<file path="src/inc/tcc_pkg.sv">
// timer 2 capture/control package: register addresses, control bit positions, prescaler counts.
// assumes a byte-wide special-function register port in the surrounding core.
package tcc_pkg;

  // ***********************************************
  // register addresses
  // ***********************************************
  localparam logic [7:0] ADDR_CONTROL = 8'hC8;
  localparam logic [7:0] ADDR_RELOAD_LOW = 8'hCA;
  localparam logic [7:0] ADDR_RELOAD_HIGH = 8'hCB;
  localparam logic [7:0] ADDR_COUNT_LOW = 8'hCC;
  localparam logic [7:0] ADDR_COUNT_HIGH = 8'hCD;

  // ***********************************************
  // control register layout and reset
  // ***********************************************
  localparam int BIT_HIGH_OVF = 7;
  localparam int BIT_LOW_OVF = 6;
  localparam int BIT_LOW_IRQ_EN = 5;
  localparam int BIT_CAPTURE_EN = 4;
  localparam int BIT_SPLIT = 3;
  localparam int BIT_RUN = 2;
  localparam int BIT_SOURCE = 1;
  localparam int BIT_EXT_CLK = 0;
  localparam logic [7:0] CONTROL_RESET = 8'h00;
  localparam logic [7:0] BYTE_RESET = 8'h00;

  // ***********************************************
  // clock prescaling and capture source
  // ***********************************************
  localparam int SYS_DIVIDE = 12;
  localparam int EXT_DIVIDE = 8;
  localparam logic SOURCE_SOF = 1'b0;

  // register port request carried as one bundle
  typedef struct packed {
    logic wr;
    logic [7:0] addr;
    logic [7:0] wdata;
  } tcc_req_t;

endpackage : tcc_pkg

</file>
<file path="src/hdl/tcc_timer2.sv">
// timer 2 with capture mode: counter bytes, reload bytes and control register.
// assumes all inputs are synchronous to clock; capture events arrive as one-cycle pulses or levels.
`timescale 1ns/100ps

module tcc_timer2 (
  input wire logic clock, // system clock, 10 MHz
  input wire logic reset, // synchronous, active high
  input wire tcc_pkg::tcc_req_t req, // register write request and address
  output logic [7:0] reg_rdata, // registered read data for req.addr
  input wire logic sof_event, // start-of-frame pulse
  input wire logic low_freq_oscillator, // oscillator level
  input wire logic external_clock, // external oscillator level
  input wire logic high_byte_system_clock_select, // high byte on system clock, split mode only
  input wire logic low_byte_system_clock_select, // low byte on system clock
  input wire logic timer_irq_enable, // timer interrupts enabled
  output logic timer_irq // one-cycle interrupt request
);

  logic [7:0] timer2_control;
  logic [7:0] count_high_byte;
  logic [7:0] count_low_byte;
  logic [7:0] reload_high_byte;
  logic [7:0] reload_low_byte;
  logic [3:0] sys_div;
  logic [2:0] ext_div;
  logic ext_last;
  logic lfo_last;
  logic sys_tick;
  logic ext_tick;
  logic slow_tick;
  logic tick_high;
  logic tick_low;
  logic inc_high;
  logic inc_low;
  logic wrap_high;
  logic wrap_low;
  logic capture;
  logic capture_en;
  logic split_mode_bit;
  logic run_control_bit;

  function automatic logic wr_to(input tcc_pkg::tcc_req_t r, input logic [7:0] a);
    wr_to = r.wr && (r.addr == a);
  endfunction : wr_to

  // ***********************************************
  // prescalers
  // ***********************************************
  assign sys_tick = (sys_div == 4'(tcc_pkg::SYS_DIVIDE - 1));
  assign ext_tick = external_clock && !ext_last && (ext_div == 3'(tcc_pkg::EXT_DIVIDE - 1));
  assign slow_tick = timer2_control[tcc_pkg::BIT_EXT_CLK] ? ext_tick : sys_tick;
  assign tick_high = high_byte_system_clock_select ? 1'b1 : slow_tick;
  assign tick_low = low_byte_system_clock_select ? 1'b1 : slow_tick;

  always_ff @(posedge clock) begin
    if (reset) begin
      sys_div <= 4'h0;
    end else if (sys_tick) begin
      sys_div <= 4'h0;
    end else begin
      sys_div <= sys_div + 4'h1;
    end
  end

  // external clock edges are counted here, so its rate must stay below half the system clock
  always_ff @(posedge clock) begin
    if (reset) begin
      ext_div <= 3'h0;
      ext_last <= 1'b0;
    end else begin
      ext_last <= external_clock;
      if (external_clock && !ext_last) begin
        ext_div <= ext_div + 3'h1;
      end
    end
  end

  // ***********************************************
  // mode and capture event
  // ***********************************************
  assign capture_en = timer2_control[tcc_pkg::BIT_CAPTURE_EN];
  assign split_mode_bit = timer2_control[tcc_pkg::BIT_SPLIT];
  assign run_control_bit = timer2_control[tcc_pkg::BIT_RUN];

  always_ff @(posedge clock) begin
    if (reset) begin
      lfo_last <= 1'b0;
    end else begin
      lfo_last <= low_freq_oscillator;
    end
  end

  assign capture = capture_en && ((timer2_control[tcc_pkg::BIT_SOURCE] == tcc_pkg::SOURCE_SOF)
                   ? sof_event : (lfo_last && !low_freq_oscillator));

  // ***********************************************
  // counters
  // ***********************************************
  // in 16-bit mode the low byte's clock drives the pair and the high byte rides its carry
  assign inc_low = split_mode_bit ? tick_low : (tick_low && run_control_bit);
  assign inc_high = split_mode_bit ? (tick_high && run_control_bit)
                    : (inc_low && count_low_byte == 8'hFF);
  assign wrap_low = inc_low && (count_low_byte == 8'hFF);
  assign wrap_high = inc_high && (count_high_byte == 8'hFF);

  always_ff @(posedge clock) begin
    if (reset) begin
      count_low_byte <= tcc_pkg::BYTE_RESET;
    end else if (wr_to(req, tcc_pkg::ADDR_COUNT_LOW)) begin
      count_low_byte <= req.wdata;
    end else if (wrap_low && !capture_en && split_mode_bit) begin
      count_low_byte <= reload_low_byte;
    end else if (wrap_low && !capture_en && wrap_high) begin
      count_low_byte <= reload_low_byte;
    end else if (inc_low) begin
      count_low_byte <= count_low_byte + 8'h01;
    end
  end

  always_ff @(posedge clock) begin
    if (reset) begin
      count_high_byte <= tcc_pkg::BYTE_RESET;
    end else if (wr_to(req, tcc_pkg::ADDR_COUNT_HIGH)) begin
      count_high_byte <= req.wdata;
    end else if (wrap_high && !capture_en) begin
      count_high_byte <= reload_high_byte;
    end else if (inc_high) begin
      count_high_byte <= count_high_byte + 8'h01;
    end
  end

  // ***********************************************
  // reload / capture registers
  // ***********************************************
  // a capture overrides a software write in the same cycle: the measurement must not be lost
  always_ff @(posedge clock) begin
    if (reset) begin
      reload_low_byte <= tcc_pkg::BYTE_RESET;
      reload_high_byte <= tcc_pkg::BYTE_RESET;
    end else if (capture) begin
      reload_low_byte <= count_low_byte;
      reload_high_byte <= count_high_byte;
    end else begin
      if (wr_to(req, tcc_pkg::ADDR_RELOAD_LOW)) begin
        reload_low_byte <= req.wdata;
      end
      if (wr_to(req, tcc_pkg::ADDR_RELOAD_HIGH)) begin
        reload_high_byte <= req.wdata;
      end
    end
  end

  // ***********************************************
  // control register, overflow flags
  // ***********************************************
  always_ff @(posedge clock) begin
    if (reset) begin
      timer2_control <= tcc_pkg::CONTROL_RESET;
    end else begin
      if (wr_to(req, tcc_pkg::ADDR_CONTROL)) begin
        timer2_control <= req.wdata;
      end
      // hardware set wins over a software clear in the same cycle
      if (wrap_high) begin
        timer2_control[tcc_pkg::BIT_HIGH_OVF] <= 1'b1;
      end
      if (wrap_low) begin
        timer2_control[tcc_pkg::BIT_LOW_OVF] <= 1'b1;
      end
    end
  end

  // ***********************************************
  // interrupt request and read data
  // ***********************************************
  always_ff @(posedge clock) begin
    if (reset) begin
      timer_irq <= 1'b0;
    end else begin
      timer_irq <= timer_irq_enable && (capture
                   || (wrap_high && !capture_en)
                   || (wrap_low && timer2_control[tcc_pkg::BIT_LOW_IRQ_EN]));
    end
  end

  always_ff @(posedge clock) begin
    if (reset) begin
      reg_rdata <= 8'h00;
    end else if (req.addr == tcc_pkg::ADDR_CONTROL) begin
      reg_rdata <= timer2_control;
    end else if (req.addr == tcc_pkg::ADDR_RELOAD_LOW) begin
      reg_rdata <= reload_low_byte;
    end else if (req.addr == tcc_pkg::ADDR_RELOAD_HIGH) begin
      reg_rdata <= reload_high_byte;
    end else if (req.addr == tcc_pkg::ADDR_COUNT_LOW) begin
      reg_rdata <= count_low_byte;
    end else if (req.addr == tcc_pkg::ADDR_COUNT_HIGH) begin
      reg_rdata <= count_high_byte;
    end else begin
      reg_rdata <= 8'h00;
    end
  end

endmodule : tcc_timer2

</file>
<file path="config.mk">
export PLATFORM = sky130hd
export DESIGN_NAME = tcc_timer2
export DESIGN_NICKNAME = d
export VERILOG_FILES = /design/src/inc/tcc_pkg.sv /design/src/hdl/tcc_timer2.sv
export SDC_FILE = /design/constraint.sdc
export NUM_CORES = 1
export LEC_CHECK = 0
export BUFFER_PORTS_ARGS = -buffer_cell sky130_fd_sc_hd__buf_2
export CAP_MARGIN = 20
export CORE_ASPECT_RATIO = 0.9
export CORE_UTILIZATION = 50
export DETAILED_ROUTE_END_ITERATION = 8
export PLACE_DENSITY_LB_ADDON = 0.12
export SLEW_MARGIN = 10
export SYNTH_ARGS = -nofsm -noshare
export SYNTH_HDL_FRONTEND = slang
export SYNTH_SLANG_ARGS = --single-unit
</file>
<file path="constraint.sdc">
create_clock -name clock -period 2.06 [get_ports clock]
set_input_delay 0.412 -clock clock [delete_from_list [all_inputs] [get_ports clock]]
set_output_delay 0.412 -clock clock [all_outputs]
set_load 0.005 [all_outputs]
</file>
==> summary.md, run 1 <==
| Metric | Value |
|---|---|
| Status | `complete, no violations` |
| CP Launch Type | `flip-flop` |
| Met3 Usage GRT | `0.0796` |
| Placed cell areas | `approximately 3800 µm²` |
| Design Area, Final | `4060 µm²` |
| Worst EP required | `~2300 ps` |
| Synth Area in Adders | `0.0187` |
| Final hold vios | `0` |
| Die W | `just under 90 µm` |
| # rows | `27` |
| Die Area | `7030 µm²` |
| Slew @ Worst Pin | `414 ps` |
| Number of synthesized flops with an enable pin | `0` |
| Starting density of the core | `0.533` |
| Met1 Resource Use GR | `0.403` |
| Crit path DAT | `2300 ps` |
| Slew margin rel. | `0.724` |
| Non-Filler Instances | `545` |
| Fmax | `488 MHz` |
| Share of cells above drive strength 1 | `0.251` |
| Final min period | `2050 ps` |
| Register Area | `1160 µm²` |
| Synth Area in Compound Gates | `0.194` |
| Pin count of the biggest net entering global routing | `43` |
| Flops & latches, synth | `58` |
| # setup viols final | `0` |
| Largest fanout on the critical path | `11` |
| Vias post-DR | `3315` |
| RSZ-0062 raised after global routing | `yes` |
| Area of the multi-input gates | `roughly 2100 µm²` |
| Combinational family with the most area after synthesis | `simple AND/OR/NAND/NOR gates` |
| Async S/R FF share, synth | `0` |
| GRT Util Overall | `0.291` |
| Seq/Total Area, Yosys | `0.347` |
| Xor and xnor fraction of the mapped netlist area | `0.0288` |
| Clock buffer count from CTS | `9` |
| Drt wl/cell | `18.0 µm` |
| Max-cap violations | `0` |
| Cell chosen for the clock root | `clkbuf_8` |
| CTS tree | `done` |
| Biggest area consumer among synthesized cells | `dfxtp_1` |
| Worst slack, placed | `-116 ps` |
| Leak Pwr | `between 0.0015 and 0.002 µW` |
| IO Pins | `34` |
| CP cell instances | `ha_2, ha_1, and4b_2, o32a_4, and3_1, o21a_1, o41ai_2` |
| Port-buffer cells | `33` |
| Grt total ovfl | `0` |
| Critical path endpoint category | `flip-flop` |
| Design Power | `2230 µW` |
| Post-synth top area share | `0.347` |
| Vias/cell | `6.08` |
| Gpl congestion | `between 0.9 and 1` |
| Total Wirelength | `9.82 mm` |
| CTS H-tree lvls | `3` |
| WHS | `279 ps` |
| CP peak stage delay | `380 ps` |
| Core Region | `6280 µm²` |
| DR DRC count | `0` |
| Simple-Gate Fraction of Synth Area | `0.276` |
| Syn Std Cell Area | `3350 µm²` |
| Crit path kind | `reg -> reg` |
| Mean post-synth cell area | `8.43 µm²` |
| Initial drt markers | `290` |
| Met2 Track Usage GR | `0.439` |
| Min setup slack post-route | `around 10 ps` |
| Global routing's busiest layer | `met2` |
| Synth Net Count | `427` |
| Synth cell types | `59` |
| YS warnings | `0` |
| Clock Skew | `roughly 7.3 ps` |
| Peak supply drop | `~390 µV` |
| Diode count | `0` |
| Top Family by Delay on Critical Path | `compound AO/OA/AOI/OAI gates` |
| First-pass GRT wire length | `15.1 mm` |
| Post-route ant nets | `0` |
| Critical Path Slowest Stage Cell | `o32a_4` |
| Number of fill cells | `585` |
| Initial antenna violation count | `0` |
| Most used DFF post-synth | `dfxtp_1` |
| DP HPWL | `7.03 mm` |
| Class of the worst hold path | `in -> reg` |
| Synth Instances | `397` |
| Post-Place Cells | `about 530` |
| Total Nets Final | `slightly below 500` |
| Power per standard cell area | `548 nW/µm²` |
| Die height | `~80 µm` |
| Crit share post-route | `0.995` |
| Vias in the first global route | `2909` |
| Area grow syn2layout | `21.4%` |
| Clock-pin slew on the worst setup and hold paths | `about 70 ps` |
| Synth top area cells | `dfxtp_1 (35%), mux2i_1 (7.8%), nor2_1 (5.2%)` |
| Mux contribution to synthesized area | `0.0879` |
| Initial DRT Pass Iterations | `5` |
| Pins Over Slew Limit | `0` |
| Hold buffers post-CTS | `0` |
| Clock Path Buffers | `2` |
| Buf/Inv on CP | `0` |
| Clk sinks | `just under 60` |
| Clk Latency, worst-skew pair | `between 300 and 400 ps` |
==> synthesized netlist by cell type, types with 4 or more instances <==
| cell type | number |
|---|---|
| a22oi_1 | 8 |
| ha_1 | 5 |
| a311oi_1 | 13 |
| a211o_1 | 4 |
| and2_1 | 4 |
| clkbuf_1 | 12 |
| a21o_1 | 5 |
| buf_2 | 10 |
| nand3_1 | 23 |
| o21ai_0 | 6 |
| nor3b_1 | 4 |
| o22ai_1 | 4 |
| inv_1 | 5 |
| nand3b_1 | 4 |
| a21oi_1 | 19 |
| nor2b_1 | 6 |
| nor3_1 | 9 |
| nor2_1 | 46 |
| dfxtp_1 | 58 |
| nand2b_1 | 8 |
| a211oi_1 | 14 |
| xnor2_1 | 8 |
| mux2i_1 | 26 |
| nand2_1 | 40 |
| a2bb2oi_1 | 4 |
==> what timing repair did <==
item	4_1_cts	5_1_grt
pin swaps	1	0
setup buffers	1	2
resized for setup	4	14
setup endpoints to repair	10	17
==> state kept, by name, summed over array words and instances, names as in the netlist <==
register / cells
sys_div: 4
ext_last: 1
lfo_last: 1
timer_irq: 1
reload_low_byte: 8
timer2_control: 8
reload_high_byte: 8
ext_div: 3
count_high_byte: 8
count_low_byte: 8
reg_rdata: 8
==> layout by cell type, fill, tap and decap left out, types with 3 or more instances in the layout <==
cell	n
mux2i_1	26
buf_4	38
and4_1	3
inv_1	5
a311oi_1	13
clkbuf_8	10
o22ai_1	4
clkinv_2	3
dfxtp_1	56
nor2_1	46
a21o_1	5
a211oi_1	14
a211o_1	4
o21ai_0	5
xor2_1	3
a21oi_1	19
nor3b_1	4
nor2b_1	6
buf_2	33
nand4_1	3
nand2_1	40
nand3_1	23
nor3_1	9
ha_1	3
nand3b_1	4
a2bb2oi_1	4
a22oi_1	8
nand2b_1	8
xnor2_1	8
clkbuf_1	3
and2_1	4
==> power breakdown <==
group / internal (µW) / leakage, µW / switching, µW
registers: 1130 / 0.000469 / 7.95
logic: 68.0 / 0.00117 / 97.0
clock network: 464 / 0.0000872 / 454
==> worst register-to-register path, delay by kind of cell, from the launching register on <==
kind	cells	cell delay, ps
simple gates	2	470
fa+ha+maj	2	340
compound gates	3	840
flops	1	320
==> final timing paths <==
check | start | end | slack (ps) | cells after the start
setup / recovery | ext_div[0]$_SDFFE_PP0P_ | count_low_byte[2]$_SDFFE_PP0P_ | 10 | 7
hold / removal | timer_irq_enable | timer_irq$_SDFF_PP0_ | 280 | 3
setup reg to reg | ext_div[0]$_SDFFE_PP0P_ | count_low_byte[2]$_SDFFE_PP0P_ | 10 | 7
hold reg to reg | sys_div[0]$_SDFF_PP0_ | sys_div[0]$_SDFF_PP0_ | 460 | 1
==> metal layers <==
| layer | vias up | share of wire |
|---|---|---|
| met5 | - | 0 |
| met4 | 0 | 0.017 |
| met3 | 20 | 0.073 |
| met2 | 138 | 0.45 |
| met1 | 1580 | 0.46 |
| li1 | 1577 | - |
==> cell families (layout without fill, tap and decap cells) <==
logic type	count (synthesis)	count (layout)
fa+ha+maj	5	5
flops	58	58
xor+xnor	11	11
mux	29	29
compound gates	88	88
buf+inv	33	94
simple gates	173	173
==> cell type report <==
cell class | instances | area share
multi-input cells | 306 | 0.521
flip-flops and latches | 58 | 0.286
repair buffers | 73 | 0.121
clock buffers | 13 | 0.0366
well taps | 87 | 0.0268
inverters | 5 | 0.00462
clock inverters | 3 | 0.00369
==> per-stage QoR <==
| step | setup TNS (ps) | utilization |
|---|---|---|
| after floorplan | 0 | - |
| after global placement | 0 | 0.602 |
| final | 0 | 0.647 |
| after detailed placement | -293 | 0.602 |
| after CTS | -44.5 | 0.633 |
| after global routing | -151 | 0.647 |
(Power assumes the default switching activity.)
==> inputs of run 2 (changes only) <==
--- a/config.mk
+++ b/config.mk
@@ -10,6 +10,7 @@
 export CORE_ASPECT_RATIO = 0.9
 export CORE_UTILIZATION = 50
 export DETAILED_ROUTE_END_ITERATION = 8
+export MAX_ROUTING_LAYER = met4
 export PLACE_DENSITY_LB_ADDON = 0.12
 export SLEW_MARGIN = 10
 export SYNTH_ARGS = -nofsm -noshare
==> run 2 against run 1 <==
Net effect:
- largest power group unchanged
- register-to-register slack barely moved
- critical path depth did not move
- fmax barely moved
- setup slack improved by 1.6 ps
- sequential cell count did not move
- hold slack improved by 5.2 ps
- global-route usage rose by 0.84 points
- clock power barely moved
==> summary.md, run 2 (synthesized netlist as in run 1, its figures left out) <==
| Metric | Value |
|---|---|
| Status | `complete, no violations` |
| Clock share of power | `0.412 (about the same)` |
| Total Wirelength | `9.77 mm (-0.49%)` |
| Leak Pwr | `0.00172 µW (unchanged)` |
| Fmax | `488 MHz (about the same)` |
| Commonest non-fill, non-tap cell in the layout | `dfxtp_1` |
| Clock Path Buffers | `2 (unchanged)` |
| Design Power | `2220 µW (about the same)` |
| Share of cells above drive strength 1 | `0.251 (unchanged)` |
| Slew @ Worst Pin | `424 ps (+10.2 ps)` |
| Vias in the first global route | `2897 (-0.41%)` |
| Hold EP | `timer_irq$_SDFF_PP0_` |
| Vias/cell | `6.05 (-0.54%)` |
| Pins Over Slew Limit | `0 (unchanged)` |
| FF-to-FF Start | `ext_div[0]$_SDFFE_PP0P_` |
| Clk sinks | `58 (unchanged)` |
| IO Pins | `34 (unchanged)` |
| Starting density of the core | `0.533 (unchanged)` |
| Critical path endpoint category | `flip-flop` |
| P_int | `1670 µW (about the same)` |
| Crit path DAT | `2300 ps (about the same)` |
| Vias post-DR | `3297 (-0.54%)` |
| Post-route ant nets | `0 (unchanged)` |
| DP HPWL | `7.03 mm (unchanged)` |
| Largest fanout on the critical path | `11 (unchanged)` |
| # setup viols final | `0 (unchanged)` |
| Core Region | `6280 µm² (unchanged)` |
| RSZ-0062 raised after global routing | `yes` |
| Gpl congestion | `0.954 (+1.8%)` |
| HP Start | `timer_irq_enable` |
| Comb pwr share | `0.074 (about the same)` |
| WHS | `284 ps (+5.17 ps)` |
| Area grow syn2layout | `21.4% (unchanged)` |
| CP Launch Type | `flip-flop` |
| Worst EP required | `2310 ps (about the same)` |
| Most frequent cells in the layout | `dfxtp_1 (56), nor2_1 (46), nand2_1 (40)` |
| Hold path cells | `3 (unchanged)` |
| Final hold vios | `0 (unchanged)` |
| First-pass GRT wire length | `15.1 mm (about the same)` |
| DR DRC count | `0 (unchanged)` |
| Critical R2R Capture | `count_low_byte[2]$_SDFFE_PP0P_` |
| Slew margin rel. | `0.717 (-0.00611)` |
| Crit share post-route | `0.994 (about the same)` |
| Grt total ovfl | `0 (unchanged)` |
| R2R cell count | `7 (unchanged)` |
| Initial antenna violation count | `0 (unchanged)` |
| Peak supply drop | `393 µV (+0.34%)` |
| FF-to-FF setup slack | `10 ps (about the same)` |
| CTS tree | `done` |
| Clock buffer count from CTS | `9 (unchanged)` |
| Initial DRT Pass Iterations | `5 (unchanged)` |
| Port-buffer cells | `33 (unchanged)` |
| Die height | `79.6 µm (unchanged)` |
| Class of the worst hold path | `in -> reg` |
| Die Area | `7030 µm² (unchanged)` |
| Pin count of the biggest net entering global routing | `43 (unchanged)` |
| Diode count | `0 (unchanged)` |
| Clock Skew | `8.10 ps (+0.801 ps)` |
| Initial drt markers | `266 (-8.3%)` |
| Clk Latency, worst-skew pair | `340 ps (about the same)` |
| Cell chosen for the clock root | `clkbuf_8` |
| Power per standard cell area | `547 nW/µm² (about the same)` |
| Clock-pin slew on the worst setup and hold paths | `70 ps (about the same)` |
| Crit path kind | `reg -> reg` |
| Hold buffers post-CTS | `0 (unchanged)` |
| GRT Util Overall | `0.299 (+0.00836)` |
| # rows | `27 (unchanged)` |
| Sequential power share | `0.514 (about the same)` |
| Drt wl/cell | `17.9 µm (-0.49%)` |
| Sw Ratio | `0.250 (-0.000563)` |
| Switch Pwr | `557 µW (-0.29%)` |
| Die W | `88.2 µm (unchanged)` |
| Total Nets Final | `483 (unchanged)` |
| CTS H-tree lvls | `3 (unchanged)` |
| Final min period | `2050 ps (-1.61 ps)` |
| Max-cap violations | `0 (unchanged)` |
run 2: cell counts in the layout (fill, tap and decap cells not counted):
Identical to the previous run, type by type.
run 2: critical path, cell delays in order, from the launching register on:
cell	delay [ps]
dfxtp_2	320
ha_2	170
ha_1	170
and4b_2	260
o32a_4	380
and3_1	210
o21a_1	200
o41ai_2	260
run 2: final cells by class:
cell class,count,area [µm²]
clock buffers,13,149
clock inverters,3,15.0
fillers,585,2220
inverters,5,18.8
multi-input cells,306,2120
flip-flops and latches,58,1160
well taps,87,109
repair buffers,73,490
run 2: layer usage:
metal,track usage,share of wire
met5,-,0
met4,0.0839,0.011
met3,0.0776,0.077
met2,0.438,0.46
met1,0.407,0.45
run 2: worst max-delay path by stage:
stage	from	endpoint	slack [ps]
2_1_floorplan	ext_div[0]$_SDFFE_PP0P_	count_low_byte[5]$_SDFFE_PP0P_	130
3_3_place_gp	ext_div[0]$_SDFFE_PP0P_	count_high_byte[0]$_SDFFE_PP0P_	10
3_5_place_dp	ext_div[0]$_SDFFE_PP0P_	count_high_byte[0]$_SDFFE_PP0P_	-120
4_1_cts	ext_div[0]$_SDFFE_PP0P_	count_low_byte[2]$_SDFFE_PP0P_	-20
5_1_grt	ext_div[0]$_SDFFE_PP0P_	count_low_byte[2]$_SDFFE_PP0P_	-70
6_report	ext_div[0]$_SDFFE_PP0P_	count_low_byte[2]$_SDFFE_PP0P_	10
run 2: timing repair:
action / CTS / global route
hold endpoints to repair: 0 / 0
setup buffers: 1 / 2
endpoints found under the setup margin: 10 / 17
pin swaps: 1 / 0
resized for setup: 4 / 14
run 2: power by group through the flow:
| stage | registers (µW) | clock network (µW) | logic [µW] |
|---|---|---|---|
| 2_1_floorplan | 1170 | 0 | 89.4 |
| 3_3_place_gp | 1170 | 0 | 155 |
| 3_5_place_dp | 1170 | 0 | 158 |
| 4_1_cts | 1140 | 932 | 160 |
| 5_1_grt | 1140 | 978 | 179 |
| 6_report | 1140 | 917 | 165 |
run 2: stage by stage:
step	instances	setup TNS [ps]	setup WS [ps]	util	instance area, µm²
after CTS	543	-44.5	-20.1	0.633	3980
final	545	0	12.1	0.647	4060
after global placement	526	0	9.81	0.602	3780
after detailed placement	526	-293	-116	0.602	3780
after floorplan	397	0	135	-	3350
after global routing	545	-163	-73.8	0.647	4060
==> inputs of run 3 (changes only) <==
--- a/config.mk
+++ b/config.mk
@@ -12,6 +12,7 @@
 export DETAILED_ROUTE_END_ITERATION = 8
 export MAX_ROUTING_LAYER = met4
 export PLACE_DENSITY_LB_ADDON = 0.12
+export SETUP_SLACK_MARGIN = 0.4
 export SLEW_MARGIN = 10
 export SYNTH_ARGS = -nofsm -noshare
 export SYNTH_HDL_FRONTEND = slang
==> run 3 against run 2 <==
Net effect:
- fmax is 3.0% higher
- combinational power is 6% higher
- final area is 5.8% higher
- cell count is 0.18% higher
- largest cell class unchanged
==> summary.md, run 3 (synthesized netlist as in run 1, its figures left out) <==
| Metric | Value |
|---|---|
| IO Pins | `34 (unchanged)` |
| Total Wirelength | `10.2 mm (+4.3%)` |
| Starting density of the core | `0.533 (unchanged)` |
| Drt wl/cell | `18.7 µm (+4.1%)` |
| Crit. Startpoint | `ext_div[1]$_SDFFE_PP0P_` |
| Non-Filler Instances | `546 (+0.18%)` |
| Critical Path Slowest Stage Cell | `nor3_4` |
| CP Launch Type | `flip-flop` |
| CP cell instances | `ha_4, ha_4, and4b_4, nor4_4, nor3_4, buf_6, mux2i_1, o22ai_1` |
| Clock Path Buffers | `2 (unchanged)` |
| Vias in the first global route | `2986 (+3.1%)` |
| Largest fanout on the critical path | `7 (-4)` |
| Slew margin rel. | `0.666 (-0.0515)` |
| Cell chosen for the clock root | `clkbuf_8` |
| Hold EP | `timer_irq$_SDFF_PP0_` |
| Design Power | `2660 µW (+20%)` |
| Post-route ant nets | `0 (unchanged)` |
| Most frequent cells in the layout | `dfxtp_1 (54), nor2_1 (46), nand2_1 (39)` |
| Crit path top cell by count | `ha_4` |
| Top Family by Delay on Critical Path | `simple AND/OR/NAND/NOR gates` |
| Vias post-DR | `3331 (+1.0%)` |
| R2R cell count | `8 (+1)` |
| FF-to-FF Start | `ext_div[1]$_SDFFE_PP0P_` |
| Total Nets Final | `484 (+0.21%)` |
| Vias/cell | `6.10 (+0.85%)` |
| Share of cells above drive strength 1 | `0.298 (+0.0474)` |
| Clk sinks | `58 (unchanged)` |
| RSZ-0062 raised after global routing | `yes` |
| Buf/Inv on CP | `1 (+1)` |
| # setup viols final | `0 (unchanged)` |
| Class of the worst hold path | `in -> reg` |
| Die W | `88.2 µm (unchanged)` |
| Die Area | `7030 µm² (unchanged)` |
| WHS | `283 ps (-0.476 ps)` |
| Initial DRT Pass Iterations | `5 (unchanged)` |
| Peak supply drop | `444 µV (+13%)` |
| Final hold vios | `0 (unchanged)` |
| Initial drt markers | `323 (+21%)` |
| Crit path kind | `reg -> reg` |
| Clock-pin slew on the worst setup and hold paths | `70 ps (about the same)` |
| DR DRC count | `0 (unchanged)` |
| Power per standard cell area | `619 nW/µm² (+13%)` |
| Diode count | `0 (unchanged)` |
| Post-Place Cells | `524 (-0.38%)` |
| Grt total ovfl | `0 (unchanged)` |
| Clk Latency, worst-skew pair | `350 ps (about the same)` |
| Hold buffers post-CTS | `0 (unchanged)` |
| GRT Util Overall | `0.305 (+0.00618)` |
| Worst EP required | `2300 ps (about the same)` |
| Critical path endpoint category | `flip-flop` |
| Die height | `79.6 µm (unchanged)` |
| Pins Over Slew Limit | `0 (unchanged)` |
| Area grow syn2layout | `28.4%` |
| Clock Skew | `6.66 ps (-1.44 ps)` |
| Fmax | `503 MHz (+3.0%)` |
| Crit path DAT | `2220 ps (-80 ps)` |
| First-pass GRT wire length | `15.5 mm (+2.7%)` |
| Final setup TNS | `0 ps (unchanged)` |
| WP depth | `8 (+1)` |
| Clock buffer count from CTS | `9 (unchanged)` |
| Critical R2R Capture | `count_high_byte[1]$_SDFFE_PP0P_` |
| Commonest non-fill, non-tap cell in the layout | `dfxtp_1` |
| FF-to-FF setup slack | `70 ps (+60 ps)` |
| Gpl congestion | `0.932 (-2.3%)` |
| Leak Pwr | `0.00176 µW (+2.2%)` |
| CTS tree | `done` |
| Max-cap violations | `0 (unchanged)` |
| Worst slack, placed | `-12.0 ps (+104 ps)` |
| DP HPWL | `6.98 mm (-0.83%)` |
| CP peak stage delay | `460 ps (+80 ps)` |
| Core Region | `6280 µm² (unchanged)` |
| Slew @ Worst Pin | `501 ps (+77.3 ps)` |
| Port-buffer cells | `33 (unchanged)` |
| Status | `complete, no violations` |
| Final min period | `1990 ps (-60.5 ps)` |
| Pin count of the biggest net entering global routing | `34 (-21%)` |
| Number of fill cells | `525 (-10%)` |
| Initial antenna violation count | `0 (unchanged)` |
| Hold path cells | `3 (unchanged)` |
| HP Start | `timer_irq_enable` |
| # rows | `27 (unchanged)` |
| CTS H-tree lvls | `3 (unchanged)` |
| Crit share post-route | `0.965 (-0.0294)` |
| Min setup slack post-route | `72.6 ps (+60.5 ps)` |
[run 3: layout make-up]
| cell class | count | area [µm²] | share of cell area |
|---|---|---|---|
| clock buffers | 11 | 151 | 0.0352 |
| clock inverters | 5 | 100 | 0.0233 |
| inverters | 5 | 18.8 | 0.00437 |
| multi-input cells | 307 | 2280 | 0.530 |
| flip-flops and latches | 58 | 1170 | 0.271 |
| well taps | 87 | 109 | 0.0253 |
| repair buffers | 73 | 477 | 0.111 |
[run 3: timing repair]
action / in CTS / in global routing
pin swaps: 7 / 10
resized for setup: 15 / 25
setup buffers: 2 / 3
setup endpoints to repair: 19 / 22
cloned: 0 / 1
[run 3: how the worst max path moves through the flow]
stage | slack (ps) | to
floorplan | 180 | count_low_byte[5]$_SDFFE_PP0P_
global placement | 50 | count_high_byte[0]$_SDFFE_PP0P_
detailed placement | -10 | count_high_byte[2]$_SDFFE_PP0P_
CTS | 110 | count_high_byte[4]$_SDFFE_PP0P_
global route | 4 | count_high_byte[1]$_SDFFE_PP0P_
finish | 70 | count_high_byte[1]$_SDFFE_PP0P_
[run 3: worst reg2reg max path: cells and delay by family, from the launching register on]
kind | cells | cell delay, ps
and+or+nand+nor | 3 | 800
muxes | 1 | 180
buffers and inverters | 1 | 200
DFF | 1 | 350
AOI/OAI and AO/OA | 1 | 90
adders and majority gates | 2 | 250
[run 3: per-layer routing]
layer,wire length (µm),GRT usage,part of all wire,vias to the layer above
met1,4420,0.406,0.43,1572
met5,0,-,0,-
li1,-,-,-,1581
met4,176,0.100,0.017,0
met3,822,0.0651,0.081,22
met2,4770,0.461,0.47,156
[run 3: metrics by stage]
step,utilization,area (µm²)
floorplan,-,3390
global placement,0.602,3780
detailed placement,0.602,3780
CTS,0.660,4150
global route,0.684,4300
finish,0.684,4300
[run 3: power breakdown]
| group | internal, µW | total [µW] | switching (µW) |
|---|---|---|---|
| Combinational | 72.8 | 175 | 102 |
| Clock | 865 | 1340 | 474 |
| Sequential | 1140 | 1150 | 11.1 |
